`src/verilog/ppei_pkg.sv`:
```
// Constants and register map of the port pin edge interrupt block.
// Assumes an AXI4-Lite master on the system clock and 32-bit data.
// What this block does
// Rising edge detected when polarity bit is 1, falling edge when 0.
// Enabled pull is pull-down for polarity 1, pull-up for polarity 0.
// Enable bit 1 arms the pin interrupt; 0 masks its flag.
// One polarity bit and one enable bit per pin, bits 7 to 0.
// Interrupt enable register is readable and writable at any time.
// Request is OR over pins of flag AND enable.
`default_nettype none
package ppei_pkg;
  localparam int PPEI_PINS = 8;
  localparam logic [11:0] PPEI_OFS_POLARITY = 12'h000;
  localparam logic [11:0] PPEI_OFS_ENABLE = 12'h004;
  localparam logic [11:0] PPEI_OFS_FLAG = 12'h008;
  localparam logic [11:0] PPEI_OFS_PULL_EN = 12'h00C;
  localparam logic [11:0] PPEI_OFS_PIN_STATE = 12'h010;
  localparam logic [7:0] PPEI_RST_POLARITY = 8'h00;
  localparam logic [7:0] PPEI_RST_ENABLE = 8'h00;
  localparam logic [7:0] PPEI_RST_FLAG = 8'h00;
  localparam logic [7:0] PPEI_RST_PULL_EN = 8'h00;
  localparam logic [1:0] PPEI_RESP_OKAY = 2'b00;
  localparam logic [1:0] PPEI_RESP_SLVERR = 2'b10;
endpackage : ppei_pkg
`default_nettype wire

```
`src/verilog/ppei_top.sv`:
```
// Port pin edge interrupt: AXI4-Lite registers, edge flags, pull selects.
// Assumes pins driven by external logic; single clock CLK_SYS, reset RST.
//
// Chosen here: register access over AXI4-Lite and the placing of the registers.
`default_nettype none
module ppei_top #(
  parameter int PINS = ppei_pkg::PPEI_PINS
) (
  input wire logic CLK_SYS,
  input wire logic RST,
  input wire logic [PINS-1:0] PIN_IN,
  output logic [PINS-1:0] PULL_UP_EN,
  output logic [PINS-1:0] PULL_DOWN_EN,
  output logic IRQ,
  input wire logic [11:0] S_AXI_AWADDR,
  input wire logic S_AXI_AWVALID,
  output logic S_AXI_AWREADY,
  input wire logic [31:0] S_AXI_WDATA,
  input wire logic [3:0] S_AXI_WSTRB,
  input wire logic S_AXI_WVALID,
  output logic S_AXI_WREADY,
  output logic [1:0] S_AXI_BRESP,
  output logic S_AXI_BVALID,
  input wire logic S_AXI_BREADY,
  input wire logic [11:0] S_AXI_ARADDR,
  input wire logic S_AXI_ARVALID,
  output logic S_AXI_ARREADY,
  output logic [31:0] S_AXI_RDATA,
  output logic [1:0] S_AXI_RRESP,
  output logic S_AXI_RVALID,
  input wire logic S_AXI_RREADY
);
  logic [PINS-1:0] pin_edge_pull_select_bits;
  logic [PINS-1:0] pin_irq_enable_bits;
  logic [PINS-1:0] edge_flag;
  logic [PINS-1:0] pull_enable;
  logic [PINS-1:0] pin_sync;
  logic [PINS-1:0] edge_hit;
  logic [11:0] aw_addr;
  logic aw_held;
  logic [31:0] w_data;
  logic w_held;
  logic [31:0] next_rdata;

  ppei_edge_detect #(.WIDTH(PINS)) u_edge (
    .clk(CLK_SYS),
    .rst(RST),
    .pin_async(PIN_IN),
    .polarity(pin_edge_pull_select_bits),
    .pin_sync(pin_sync),
    .edge_hit(edge_hit)
  );

  // Write channel: address and data latched independently, in any order
  assign S_AXI_AWREADY = ~aw_held & ~S_AXI_BVALID;
  assign S_AXI_WREADY = ~w_held & ~S_AXI_BVALID;
  wire aw_take = S_AXI_AWVALID & S_AXI_AWREADY;
  wire w_take = S_AXI_WVALID & S_AXI_WREADY;
  wire wr_go = aw_held & w_held;
  wire b_done = S_AXI_BVALID & S_AXI_BREADY;
  logic [3:0] w_strb;

  // Low address bits are dropped, so any byte address maps to its word
  function automatic logic [11:0] word_addr(input logic [11:0] addr);
    return {addr[11:2], 2'b00};
  endfunction

  // Shared map decode; pin state answers reads only, a write to it is an error
  function automatic logic reg_mapped(input logic [11:0] addr, input logic for_read);
    logic hit;
    hit = (addr == ppei_pkg::PPEI_OFS_POLARITY)
        | (addr == ppei_pkg::PPEI_OFS_ENABLE)
        | (addr == ppei_pkg::PPEI_OFS_FLAG)
        | (addr == ppei_pkg::PPEI_OFS_PULL_EN);
    if (for_read) begin
      hit = hit | (addr == ppei_pkg::PPEI_OFS_PIN_STATE);
    end
    return hit;
  endfunction

  // Only byte lane 0 holds register bits; a write without it changes nothing
  wire wr_en = wr_go & w_strb[0];
  wire wr_pol = wr_en & (aw_addr == ppei_pkg::PPEI_OFS_POLARITY);
  // writable any time
  wire wr_ena = wr_en & (aw_addr == ppei_pkg::PPEI_OFS_ENABLE);
  wire wr_flg = wr_en & (aw_addr == ppei_pkg::PPEI_OFS_FLAG);
  wire wr_pul = wr_en & (aw_addr == ppei_pkg::PPEI_OFS_PULL_EN);
  wire wr_hit = reg_mapped(aw_addr, 1'b0);
  wire [1:0] next_bresp = wr_hit ? ppei_pkg::PPEI_RESP_OKAY : ppei_pkg::PPEI_RESP_SLVERR;
  wire [PINS-1:0] w_byte = w_data[PINS-1:0];

  always_ff @(posedge CLK_SYS or posedge RST) begin
    if (RST) begin
      aw_held <= 1'b0;
      aw_addr <= 12'h000;
    end else if (aw_take) begin
      aw_held <= 1'b1;
      aw_addr <= word_addr(S_AXI_AWADDR);
    end else if (wr_go) begin
      aw_held <= 1'b0;
    end
  end

  always_ff @(posedge CLK_SYS or posedge RST) begin
    if (RST) begin
      w_held <= 1'b0;
      w_data <= 32'h0000_0000;
      w_strb <= 4'h0;
    end else if (w_take) begin
      w_held <= 1'b1;
      w_data <= S_AXI_WDATA;
      w_strb <= S_AXI_WSTRB;
    end else if (wr_go) begin
      w_held <= 1'b0;
    end
  end

  // The answer stands until taken, so a slow master loses no response
  always_ff @(posedge CLK_SYS or posedge RST) begin
    if (RST) begin
      S_AXI_BVALID <= 1'b0;
      S_AXI_BRESP <= ppei_pkg::PPEI_RESP_OKAY;
    end else if (wr_go) begin
      S_AXI_BVALID <= 1'b1;
      S_AXI_BRESP <= next_bresp;
    end else if (b_done) begin
      S_AXI_BVALID <= 1'b0;
    end
  end

  // one bit per pin
  always_ff @(posedge CLK_SYS or posedge RST) begin
    if (RST) begin
      pin_edge_pull_select_bits <= PINS'(ppei_pkg::PPEI_RST_POLARITY);
    end else if (wr_pol) begin
      pin_edge_pull_select_bits <= w_byte;
    end
  end

  always_ff @(posedge CLK_SYS or posedge RST) begin
    if (RST) begin
      pin_irq_enable_bits <= PINS'(ppei_pkg::PPEI_RST_ENABLE);
    end else if (wr_ena) begin
      pin_irq_enable_bits <= w_byte;
    end
  end

  always_ff @(posedge CLK_SYS or posedge RST) begin
    if (RST) begin
      pull_enable <= PINS'(ppei_pkg::PPEI_RST_PULL_EN);
    end else if (wr_pul) begin
      pull_enable <= w_byte;
    end
  end

  // Sticky flags: a new edge wins over a write-one-to-clear in the same cycle
  // Flags set on any selected edge; the enable only masks the request
  localparam logic [PINS-1:0] FLAG_RESET = PINS'(ppei_pkg::PPEI_RST_FLAG);
  wire [PINS-1:0] flag_clr = wr_flg ? w_byte : '0;
  wire [PINS-1:0] next_flag = (edge_flag & ~flag_clr) | edge_hit;
  genvar p;
  generate
    for (p = 0; p < PINS; p++) begin : g_flag
      always_ff @(posedge CLK_SYS or posedge RST) begin
        if (RST) begin
          edge_flag[p] <= FLAG_RESET[p];
        end else begin
          edge_flag[p] <= next_flag[p];
        end
      end
    end
  endgenerate

  // flag masked
  wire [PINS-1:0] armed = edge_flag & pin_irq_enable_bits;
  // OR over pins
  assign IRQ = |armed;

  // pull direction
  // One select bit picks the side, so both pulls can never be on together
  generate
    for (p = 0; p < PINS; p++) begin : g_pull
      assign PULL_DOWN_EN[p] = pull_enable[p] & pin_edge_pull_select_bits[p];
      assign PULL_UP_EN[p] = pull_enable[p] & ~pin_edge_pull_select_bits[p];
    end
  endgenerate

  // Read channel: one read at a time, answer one cycle after address
  assign S_AXI_ARREADY = ~S_AXI_RVALID;
  wire ar_take = S_AXI_ARVALID & S_AXI_ARREADY;
  wire r_done = S_AXI_RVALID & S_AXI_RREADY;
  wire [11:0] ar = word_addr(S_AXI_ARADDR);
  wire rd_hit = reg_mapped(ar, 1'b1);
  wire [1:0] next_rresp = rd_hit ? ppei_pkg::PPEI_RESP_OKAY : ppei_pkg::PPEI_RESP_SLVERR;
  always_comb begin
    next_rdata = 32'h0000_0000;
    case (ar)
      ppei_pkg::PPEI_OFS_POLARITY: next_rdata[PINS-1:0] = pin_edge_pull_select_bits;
      ppei_pkg::PPEI_OFS_ENABLE: next_rdata[PINS-1:0] = pin_irq_enable_bits;
      ppei_pkg::PPEI_OFS_FLAG: next_rdata[PINS-1:0] = edge_flag;
      ppei_pkg::PPEI_OFS_PULL_EN: next_rdata[PINS-1:0] = pull_enable;
      ppei_pkg::PPEI_OFS_PIN_STATE: next_rdata[PINS-1:0] = pin_sync;
      default: next_rdata = 32'h0000_0000;
    endcase
  end

  // Data is captured with the address, so it stands unchanged until taken
  always_ff @(posedge CLK_SYS or posedge RST) begin
    if (RST) begin
      S_AXI_RVALID <= 1'b0;
      S_AXI_RDATA <= 32'h0000_0000;
      S_AXI_RRESP <= ppei_pkg::PPEI_RESP_OKAY;
    end else if (ar_take) begin
      S_AXI_RVALID <= 1'b1;
      S_AXI_RDATA <= next_rdata;
      S_AXI_RRESP <= next_rresp;
    end else if (r_done) begin
      S_AXI_RVALID <= 1'b0;
    end
  end
endmodule // ppei_top
`default_nettype wire

```
`src/verilog/ppei_edge_detect.sv`:
```
// Per-pin synchroniser and polarity-selected edge detector.
// Assumes pins are asynchronous to CLK_SYS.
`default_nettype none
module ppei_edge_detect #(
  parameter int WIDTH = 8
) (
  input wire logic clk,
  input wire logic rst,
  input wire logic [WIDTH-1:0] pin_async,
  input wire logic [WIDTH-1:0] polarity,
  output logic [WIDTH-1:0] pin_sync,
  output logic [WIDTH-1:0] edge_hit
);
  logic [WIDTH-1:0] sync_a;
  logic [WIDTH-1:0] sync_b;
  logic [WIDTH-1:0] sync_prev;

  always_ff @(posedge clk or posedge rst) begin
    if (rst) begin
      sync_a <= '0;
      sync_b <= '0;
      sync_prev <= '0;
    end else begin
      sync_a <= pin_async;
      sync_b <= sync_a;
      sync_prev <= sync_b;
    end
  end

  assign pin_sync = sync_b;

  genvar i;
  generate
    for (i = 0; i < WIDTH; i++) begin : g_pin
      // rising or falling
      assign edge_hit[i] = polarity[i] ? (sync_b[i] & ~sync_prev[i])
                                       : (~sync_b[i] & sync_prev[i]);
    end
  endgenerate
endmodule // ppei_edge_detect
`default_nettype wire

```
`config.mk`:
```
export PLATFORM = sky130hd
export DESIGN_NAME = ppei_top
export DESIGN_NICKNAME = d
export VERILOG_FILES = /design/src/verilog/ppei_pkg.sv /design/src/verilog/ppei_top.sv /design/src/verilog/ppei_edge_detect.sv
export SDC_FILE = /design/constraint.sdc
export NUM_CORES = 1
export LEC_CHECK = 0
export BUFFER_PORTS_ARGS = -buffer_cell sky130_fd_sc_hd__buf_2
export CAP_MARGIN = 5
export CORE_MARGIN = 8
export CORE_UTILIZATION = 30
export CTS_CLUSTER_SIZE = 24
export DETAILED_ROUTE_END_ITERATION = 7
export GPL_ROUTABILITY_DRIVEN = 1
export SETUP_SLACK_MARGIN = 0.2
export SYNTH_ARGS = -nofsm -noshare
export SYNTH_HDL_FRONTEND = slang
export SYNTH_SLANG_ARGS = --single-unit
```
`constraint.sdc`:
```
create_clock -name CLK_SYS -period 2.9 [get_ports CLK_SYS]
set_input_delay 0.145 -clock CLK_SYS [delete_from_list [all_inputs] [get_ports CLK_SYS]]
set_output_delay 0.145 -clock CLK_SYS [all_outputs]
set_load 0.005 [all_outputs]
```
==> results of run 1 <==
==> cells by family (layout without fill, tap and decap cells) <==
logic type      Yosys count  count (layout)  synth area share, %
other cells               1              26               0.0915
buf+inv                  52             117                 7.69
compound gates           36              36                 6.23
simple gates             91              91                 14.0
mux                      52              52                 17.6
flops                    89              89                 54.3
==> worst max-delay path: stages (launching register included) <==
cell and delay, ns:
dfrtp_1 0.38, or4_4 0.62, or4_1 0.84, mux2_4 0.40
==> synthesized netlist by cell type, types with 8 or more instances <==
| master | n | area [um2] |
|---|---|---|
| dfrtp_1 | 89 | 2230 |
| mux2_2 | 28 | 315 |
| buf_4 | 26 | 195 |
| nand2_1 | 18 | 67.6 |
| mux2_4 | 16 | 240 |
| inv_1 | 13 | 48.8 |
| and2_1 | 10 | 62.6 |
| nor2b_1 | 10 | 62.6 |
| nand4_1 | 9 | 56.3 |
| or4_1 | 9 | 67.6 |
| a21o_1 | 8 | 60.1 |
| clkbuf_1 | 8 | 30.0 |
| nand2b_1 | 8 | 50.1 |
| nand4b_1 | 8 | 70.1 |
==> layout make-up <==
| type | instances | area (um2) |
|---|---|---|
| fillers | 1305 | 8310 |
| flip-flops and latches | 89 | 2230 |
| multi-input cells | 205 | 1650 |
| repair buffers | 89 | 520 |
| clock buffers | 12 | 246 |
| well taps | 176 | 220 |
| clock inverters | 3 | 65.1 |
| inverters | 13 | 50.0 |
==> timing repair <==
| item | CTS | global route |
|---|---|---|
| endpoints found under the hold margin | 43 | 0 |
| hold buffers | 11 | 0 |
| setup endpoints to repair | 0 | 0 |
==> through the flow <==
stage	util, %	setup WS, ns
global route	37.5	0.483
detailed placement	34.3	0.525
finish	37.5	0.535
global placement	34.3	0.557
CTS	37.5	0.519
floorplan	-	0.448
==> report_power, final <==
part           total [mW]  internal, mW  switching [mW]  leakage [nW]
clock network        1.22         0.772           0.445         0.153
registers            1.68          1.44           0.245          1.09
logic               0.573         0.327           0.246          1.09
==> per-layer routing <==
layer,global-route usage [%],up-vias,share of wire [%]
met5,0,-,0
met1,13.0,1302,44
li1,-,1272,-
met2,16.4,91,46
met4,3.85,0,1.2
met3,4.35,10,8.9
==> path summary, 6_finish.rpt <==
path / to / cells after the start / slack, ns / start
setup / recovery: pin_edge_pull_select_bits[0] / 3 / 0.53 / aw_addr[10]
hold / removal: aw_addr[8] / 2 / 0.04 / S_AXI_AWADDR[8]
setup reg to reg: pin_edge_pull_select_bits[0] / 3 / 0.53 / aw_addr[10]
hold reg to reg: u_edge.pin_sync[3] / 0 / 0.35 / u_edge.sync_a[3]
max in group asynchronous: S_AXI_RRESP[1] / 4 / 1.81 / RST
min in group asynchronous: S_AXI_BVALID / 3 / 0.40 / RST
==> summary.md, run 1 <==
| Metric | Value |
|---|---|
| Status | `complete, no violations` |
| Vias in the first global route | `2829` |
| Clk root buf | `clkbuf_16` |
| Mapped cell area | `4100 um2` |
| Max reg flops | `10` |
| Setup Skew | `0.00579 ns` |
| Post-CTS setup buffers | `0` |
| CTS tree | `yes` |
| Longest Clk Path Bufs | `2` |
| Total grt overflow | `0` |
| Worst slew pin tran | `0.812 ns` |
| Biggest register | `aw_addr` |
| Worst VDD drop | `0.454 mV` |
| Num CTS Buffers | `9` |
| Vias post-DR | `2675` |
| Fin crit period | `2.37 ns` |
| # rows | `42` |
| Tot Pwr | `3.47 mW` |
| Reg clk slew, reported paths | `0.06 ns` |
| Initial antenna violation count | `0` |
| Max-slew headroom | `45.7%` |
| DR iter-0 viols | `151` |
| # DRC | `0` |
| N_diodes | `0` |
| Slew Limit Fails | `0` |
| Layout cells sized above 1 | `36.0%` |
| Final Hold Fails | `0` |
| CORE AREA | `13300 um2` |
| First drt pass iteration count | `4` |
| Hold_ws | `0.0391 ns` |
| WS Path Type | `reg2reg` |
| Die W | `133 um` |
| Die ar. | `17700 um2` |
| Initial core utilization | `30.8%` |
| Share of the clock period used by the worst path after layout | `81.6%` |
| Most used flip-flop cell after synthesis | `dfrtp_1` |
| Critical path data arrival time | `2.59 ns` |
| Drt total wl | `9240 um` |
| Static Leak | `2.33 nW` |
| Clock network latency to the later pin of the worst-skew pair | `0.33 ns` |
| Commonest cells after routing, fill and taps aside | `89 x dfrtp_1, 75 x buf_2, 28 x mux2_2` |
| Cell area power density | `697 nW/um2` |
| WP data required | `3.12 ns` |
| RSZ-0062 raised after global routing | `no` |
| Worst Setup Start Kind | `flop` |
| Synth Instances | `321` |
| Placement Cell Area | `4560 um2` |
| IO buf count | `75` |
| Max Cap Violations | `0` |
| Setup TNS | `0 ns` |
| Placed Cells | `561` |
| Seq cells post-synth | `89` |
| Fin area | `4980 um2` |
| Gr usage total | `10.6%` |
| Crit-path max FO | `12` |
| Post-route ant nets | `0` |
| HPWL reported at the end of detailed placement | `7030 um` |
| Gpl congestion | `0.786` |
| Post-synthesis cell type count | `42` |
| Largest net degree at the start of global routing | `57` |
| Ys async rst share | `100%` |
| Vias per cell | `4.56` |
| Most common cell after layout, fill and taps aside | `dfrtp_1` |
| Htree depth | `3` |
| Area delta synth->final | `21.5%` |
| Worst Hold Class | `in2reg` |
| Sequential fraction of the synthesis area | `54.3%` |
| Syn_area_per_cell | `12.8 um2` |
| Quantity of gates resized following cts | `0` |
| Top-level I/O count | `133` |
| Post-synth EDFFs | `0` |
| Die Span Y | `133 um` |
| # clock sinks | `89` |
| Setup Viol. Count Final | `0` |
| NumNets Final | `482` |
| Layout Cells excl Fill | `587` |
| F_max | `423 MHz` |
| Per-cell routed wire length | `15.7 um` |
| Synthesis Warnings | `0` |
| Setup crit end kind | `flop` |
| First-pass GRT wire length | `14800 um` |
(Power assumes the default switching activity.)
==> run 2: changes to the inputs <==
==> constraint.sdc (replaced) <==
create_clock -name CLK_SYS -period 2.4 [get_ports CLK_SYS]
set_input_delay 0.12 -clock CLK_SYS [delete_from_list [all_inputs] [get_ports CLK_SYS]]
set_output_delay 0.12 -clock CLK_SYS [all_outputs]
set_load 0.005 [all_outputs]
==> run 2 against run 1 <==
Against the previous run: via count is 2.4% higher; combinational power increased by 36%; design area increased by 2.2%; sequential share of layout area down 0.97 points; fmax grew 13%; final cell count is 1.4% higher; global-route usage rose by 0.45 points; clock skew fell by 0.00059 ns; clock power rose by 40%; flip-flop and latch count is the same; non-clock buffer count rose by 7; highest routed layer unchanged.
==> summary.md, run 2 (synthesis results as in run 1) <==
| Metric | Value |
|---|---|
| Reg clk slew, reported paths | `0.06 ns` |
| Vias post-DR | `2739` |
| First-pass GRT wire length | `15700 um` |
| Gpl congestion | `0.779` |
| Final Hold Fails | `0` |
| Setup TNS | `0 ns` |
| HPWL reported at the end of detailed placement | `7150 um` |
| CORE AREA | `13300 um2` |
| Vias per cell | `4.60` |
| Top-level I/O count | `133` |
| Num CTS Buffers | `9` |
| WS Path Type | `reg2reg` |
| RR Endpoint | `pin_edge_pull_select_bits[3]` |
| # rows | `42` |
| Setup Skew | `0.00520 ns` |
| CTS tree | `yes` |
| Per-cell routed wire length | `15.9 um` |
| Reg2reg start | `aw_addr[10]` |
| Longest Clk Path Bufs | `2` |
| Family with the most delay on the worst path | `simple AND/OR/NAND/NOR gates` |
| Largest net degree at the start of global routing | `60` |
| Drt total wl | `9460 um` |
| Most common cell after layout, fill and taps aside | `dfrtp_1` |
| Worst r2r path cells | `4` |
| Multi-input logic area | `1650 um2` |
| Commonest cells after routing, fill and taps aside | `89 x dfrtp_1, 75 x buf_2, 28 x mux2_2` |
| Max reg flops | `10` |
| # DRC | `0` |
| Crit-path max FO | `8` |
| Layout cells sized above 1 | `37.7%` |
| Worst Setup Start Kind | `flop` |
| Initial antenna violation count | `0` |
| Critical path buffer and inverter count | `1` |
| Final core occ | `38.3%` |
| # clock sinks | `89` |
| WP data required | `2.62 ns` |
| Setup Viol. Count Final | `0` |
| Biggest register | `aw_addr` |
| Critical path data arrival time | `2.31 ns` |
| Post-route ant nets | `0` |
| IO buf count | `75` |
| Clk root buf | `clkbuf_16` |
| First drt pass iteration count | `4` |
| Worst-path cell chain | `or4_4 > or4_1 > buf_4 > mux2_4` |
| RSZ-0062 raised after global routing | `no` |
| Share of the clock period used by the worst path after layout | `87.0%` |
| Die W | `133 um` |
| Clock network latency to the later pin of the worst-skew pair | `0.33 ns` |
| Vias in the first global route | `2946` |
| Htree depth | `3` |
| Static Leak | `2.38 nW` |
| DR iter-0 viols | `145` |
| Max Cap Violations | `0` |
| Reg-to-reg slack, setup | `0.31 ns` |
| Layout Cells excl Fill | `595` |
| Placed Cells | `568` |
| Die ar. | `17700 um2` |
| Die Span Y | `133 um` |
| Hold Path Sink | `w_data[6]` |
| Worst path slowest cell | `or4_4` |
| Worst hold stages | `2` |
| Fin crit period | `2.09 ns` |
| Filler Cell Count | `1280` |
| Cell area power density | `880 nW/um2` |
| Status | `complete, no violations` |
| Worst Hold Class | `in2reg` |
| Total grt overflow | `0` |
| Fin worst setup slack | `0.311 ns` |
| Min-delay src | `S_AXI_WDATA[6]` |
| Register Area | `2230 um2` |
| F_max | `479 MHz` |
| Worst VDD drop | `0.444 mV` |
| Setup crit end kind | `flop` |
| Gr usage total | `11.1%` |
| Area delta synth->final | `24.2%` |
| Slew Limit Fails | `0` |
| DP Worst Slack | `0.316 ns` |
| NumNets Final | `489` |
| Hold_ws | `0.0126 ns` |
| Critical Path Max Stage Delay | `0.55 ns` |
| Max-slew headroom | `45.7%` |
| N_diodes | `0` |
| Worst slew pin tran | `0.812 ns` |
| Initial core utilization | `30.8%` |
-- run 2: cell count changes in the layout (fill, tap and decap cells not counted), sizes merged --
cell,before,now
inv,12,13
buf,78,85
clkinv,2,1
clkinvlp,0,2
bufinv,2,4
clkbuf,12,9
-- run 2: worst register-to-register path, cell delays in order, from the launching register on --
cell and delay [ns]:
dfrtp_1 0.38, or4_4 0.55, or4_1 0.51, buf_4 0.22
mux2_4 0.31
-- run 2: per-layer routing --
metal,share of wire [%],track usage (%)
met1,43,13.4
met5,0,0
met2,47,17.7
met3,9.2,4.66
met4,0.81,2.84
-- run 2: how the worst max path moves through the flow --
stage / slack, ns / from / cells after the start / to
floorplan: 0.42 / aw_addr[10] / 4 / pin_edge_pull_select_bits[0]
global route: 0.25 / aw_addr[10] / 5 / pull_enable[3]
CTS: 0.30 / aw_addr[10] / 4 / pin_edge_pull_select_bits[5]
detailed placement: 0.32 / aw_addr[10] / 4 / pin_edge_pull_select_bits[4]
global placement: 0.35 / aw_addr[10] / 4 / pin_edge_pull_select_bits[1]
finish: 0.31 / aw_addr[10] / 4 / pin_edge_pull_select_bits[3]
-- run 2: area by class of cell --
type / instances / share of cell area [%]
Inverter: 13 / 1.03
Timing Repair Buffer: 96 / 11.3
Clock buffer: 9 / 4.42
Tap cell: 176 / 4.33
Clock inverter: 7 / 2.78
Multi-Input combinational cell: 205 / 32.4
Sequential cell: 89 / 43.7
-- run 2: per-stage QoR --
stage,power (mW),cell area (um2)
2_1_floorplan,2.54,4200
3_5_place_dp,2.80,4610
5_1_grt,4.75,5090
4_1_cts,4.54,5090
6_report,4.48,5090
3_3_place_gp,2.76,4610
-- run 2: power breakdown --
part / switching [mW] / total [mW] / internal, mW
Sequential: 0.258 / 2.00 / 1.74
Clock: 0.582 / 1.71 / 1.12
Combinational: 0.353 / 0.780 / 0.427
-- run 2: timing repair --
action	4_1_cts	5_1_grt
resized for setup	0	0
hold buffers	11	0
setup buffers	0	0
hold endpoints to repair	40	0
==> run 3: changes to the inputs <==
--- a/config.mk
+++ b/config.mk
@@ -5,7 +5,7 @@
 export SDC_FILE = /design/constraint.sdc
 export NUM_CORES = 1
 export LEC_CHECK = 0
-export BUFFER_PORTS_ARGS = -buffer_cell sky130_fd_sc_hd__buf_2
+export BUFFER_PORTS_ARGS = -buffer_cell sky130_fd_sc_hd__buf_4
 export CAP_MARGIN = 5
 export CORE_MARGIN = 8
 export CORE_UTILIZATION = 30
==> run 3 against run 2 <==
Against the previous run: critical path depth unchanged; die area did not move; global-route usage shrank 0.14 points; largest cell class unchanged; highest routed layer unchanged; clock skew up 0.0013 ns; core utilization is 0.87 points higher; wire length shrank 1.0%; via count about the same; total power is 7.5% lower; fmax decreased by 0.17%; sequential power is essentially flat; clock power fell by 22%.
==> summary.md, run 3 (synthesis results as in run 1) <==
| Metric | Value |
|---|---|
| Status | `complete, no violations` |
| Clk root buf | `clkbuf_16` |
| Total grt overflow | `0` |
| Clock network latency to the later pin of the worst-skew pair | `0.33 ns` |
| Reg2reg start | `aw_addr[10]` |
| Commonest cells after routing, fill and taps aside | `89 x dfrtp_1, 84 x buf_4, 28 x mux2_2` |
| Most common cell after layout, fill and taps aside | `dfrtp_1` |
| Fin crit period | `2.09 ns` |
| Filler Cell Count | `1266` |
| Worst r2r path cells | `4` |
| Static Leak | `2.38 nW` |
| Critical path data arrival time | `2.30 ns` |
| Num CTS Buffers | `9` |
| Reg clk slew, reported paths | `0.06 ns` |
| Initial core utilization | `30.8%` |
| WS Path Type | `reg2reg` |
| Tot Pwr | `4.14 mW` |
| Longest Clk Path Bufs | `2` |
| Top-level I/O count | `133` |
| Cell area power density | `796 nW/um2` |
| Placement Cell Area | `4800 um2` |
| Post-route ant nets | `0` |
| Initial antenna violation count | `0` |
| Drt total wl | `9370 um` |
| Gr usage total | `10.9%` |
| Slew Limit Fails | `0` |
| First-pass GRT wire length | `15400 um` |
| Gpl congestion | `0.785` |
| CORE AREA | `13300 um2` |
| Die W | `133 um` |
| NumNets Final | `491` |
| Share of the clock period used by the worst path after layout | `87.2%` |
| RR Endpoint | `pin_edge_pull_select_bits[7]` |
| Reg-to-reg slack, setup | `0.31 ns` |
| CTS tree | `yes` |
| # rows | `42` |
| Worst path slowest cell | `or4_4` |
| Min-delay src | `S_AXI_WDATA[6]` |
| Worst Hold Class | `in2reg` |
| Die Span Y | `133 um` |
| Worst VDD drop | `0.600 mV` |
| Max-slew headroom | `48.8%` |
| Vias post-DR | `2738` |
| Setup crit end kind | `flop` |
| P_int | `3.00 mW` |
| N_diodes | `0` |
| Worst-path cell chain | `or4_4 > or4_1 > buf_4 > mux2_4` |
| Sequential Power Share | `48.1%` |
| Combinational power share | `19.9%` |
| Per-cell routed wire length | `15.8 um` |
| DR iter-0 viols | `225` |
| Biggest register | `aw_addr` |
| Hold Path Sink | `w_data[6]` |
| Setup Skew | `0.00648 ns` |
| HPWL reported at the end of detailed placement | `6990 um` |
| F_max | `478 MHz` |
| Layout cells sized above 1 | `36.8%` |
| Vias per cell | `4.61` |
| Area delta synth->final | `27.0%` |
| Htree depth | `3` |
| Fin worst setup slack | `0.308 ns` |
| Worst Setup Start Kind | `flop` |
| RSZ-0062 raised after global routing | `no` |
| P_sw | `1.15 mW` |
| Fin area | `5210 um2` |
| Hold_ws | `0.0206 ns` |
| # clock sinks | `89` |
| Clock power frac | `32.0%` |
| Sw frac | `27.7%` |
| Setup Viol. Count Final | `0` |
| Max Cap Violations | `0` |
| WP data required | `2.61 ns` |
| Placed Cells | `568` |
| Die ar. | `17700 um2` |
| Setup TNS | `0 ns` |
| Critical Path Max Stage Delay | `0.56 ns` |
| Crit-path max FO | `8` |
| Worst slew pin tran | `0.766 ns` |
| Largest net degree at the start of global routing | `90` |
| Worst hold stages | `2` |
| # DRC | `0` |
| Final Hold Fails | `0` |
| IO buf count | `75` |
| Layout Cells excl Fill | `594` |
| Final core occ | `39.2%` |
| DP Worst Slack | `0.310 ns` |
| First drt pass iteration count | `4` |
| Max reg flops | `10` |
| Quantity of gates resized following cts | `0` |
| Vias in the first global route | `2897` |
-- run 3: worst max-delay path by stage --
stage	endpoint	slack [ns]	start
after floorplan	pin_edge_pull_select_bits[0]	0.42	aw_addr[10]
after CTS	pin_edge_pull_select_bits[7]	0.30	aw_addr[10]
after global routing	pin_edge_pull_select_bits[7]	0.23	aw_addr[10]
after global placement	pin_edge_pull_select_bits[1]	0.35	aw_addr[10]
final	pin_edge_pull_select_bits[7]	0.31	aw_addr[10]
after detailed placement	pin_edge_pull_select_bits[6]	0.31	aw_addr[10]
-- run 3: worst max-delay path, delay by kind of cell, from the launching register on --
kind                   cells  cell delay, ns
flip-flops                 1            0.38
multiplexers               1            0.31
buffers and inverters      1            0.22
AND/OR/NAND/NOR            2            1.08
-- run 3: layer usage --
| metal | GRT usage [%] | vias up | wire length [um] |
|---|---|---|---|
| met2 | 16.9 | 97 | 4360 |
| li1 | - | 1287 | - |
| met1 | 13.4 | 1347 | 4140 |
| met4 | 3.34 | 0 | 78 |
| met5 | 0 | - | 0 |
| met3 | 4.81 | 7 | 792 |
-- run 3: repair_timing --
| action | in CTS | in global routing |
|---|---|---|
| hold buffers | 12 | 1 |
| buffers inserted | 0 | 0 |
| hold endpoints to repair | 100 | 1 |
-- run 3: power by group through the flow --
stage	sequential, mW	combinational [mW]	clock [mW]
after floorplan	1.91	0.624	0
after global placement	2.01	0.795	0
after detailed placement	2.03	0.817	0
after CTS	2.00	0.836	1.37
after global routing	2.04	0.913	1.44
final	2.00	0.823	1.33
-- run 3: layout make-up --
class | instances | area [um2] | share of cell area [%]
inverters | 13 | 52.6 | 1.01
well taps | 176 | 220 | 4.23
clock inverters | 3 | 45.0 | 0.865
clock buffers | 10 | 229 | 4.40
multi-input cells | 205 | 1650 | 31.7
repair buffers | 98 | 781 | 15.0
flip-flops and latches | 89 | 2230 | 42.8
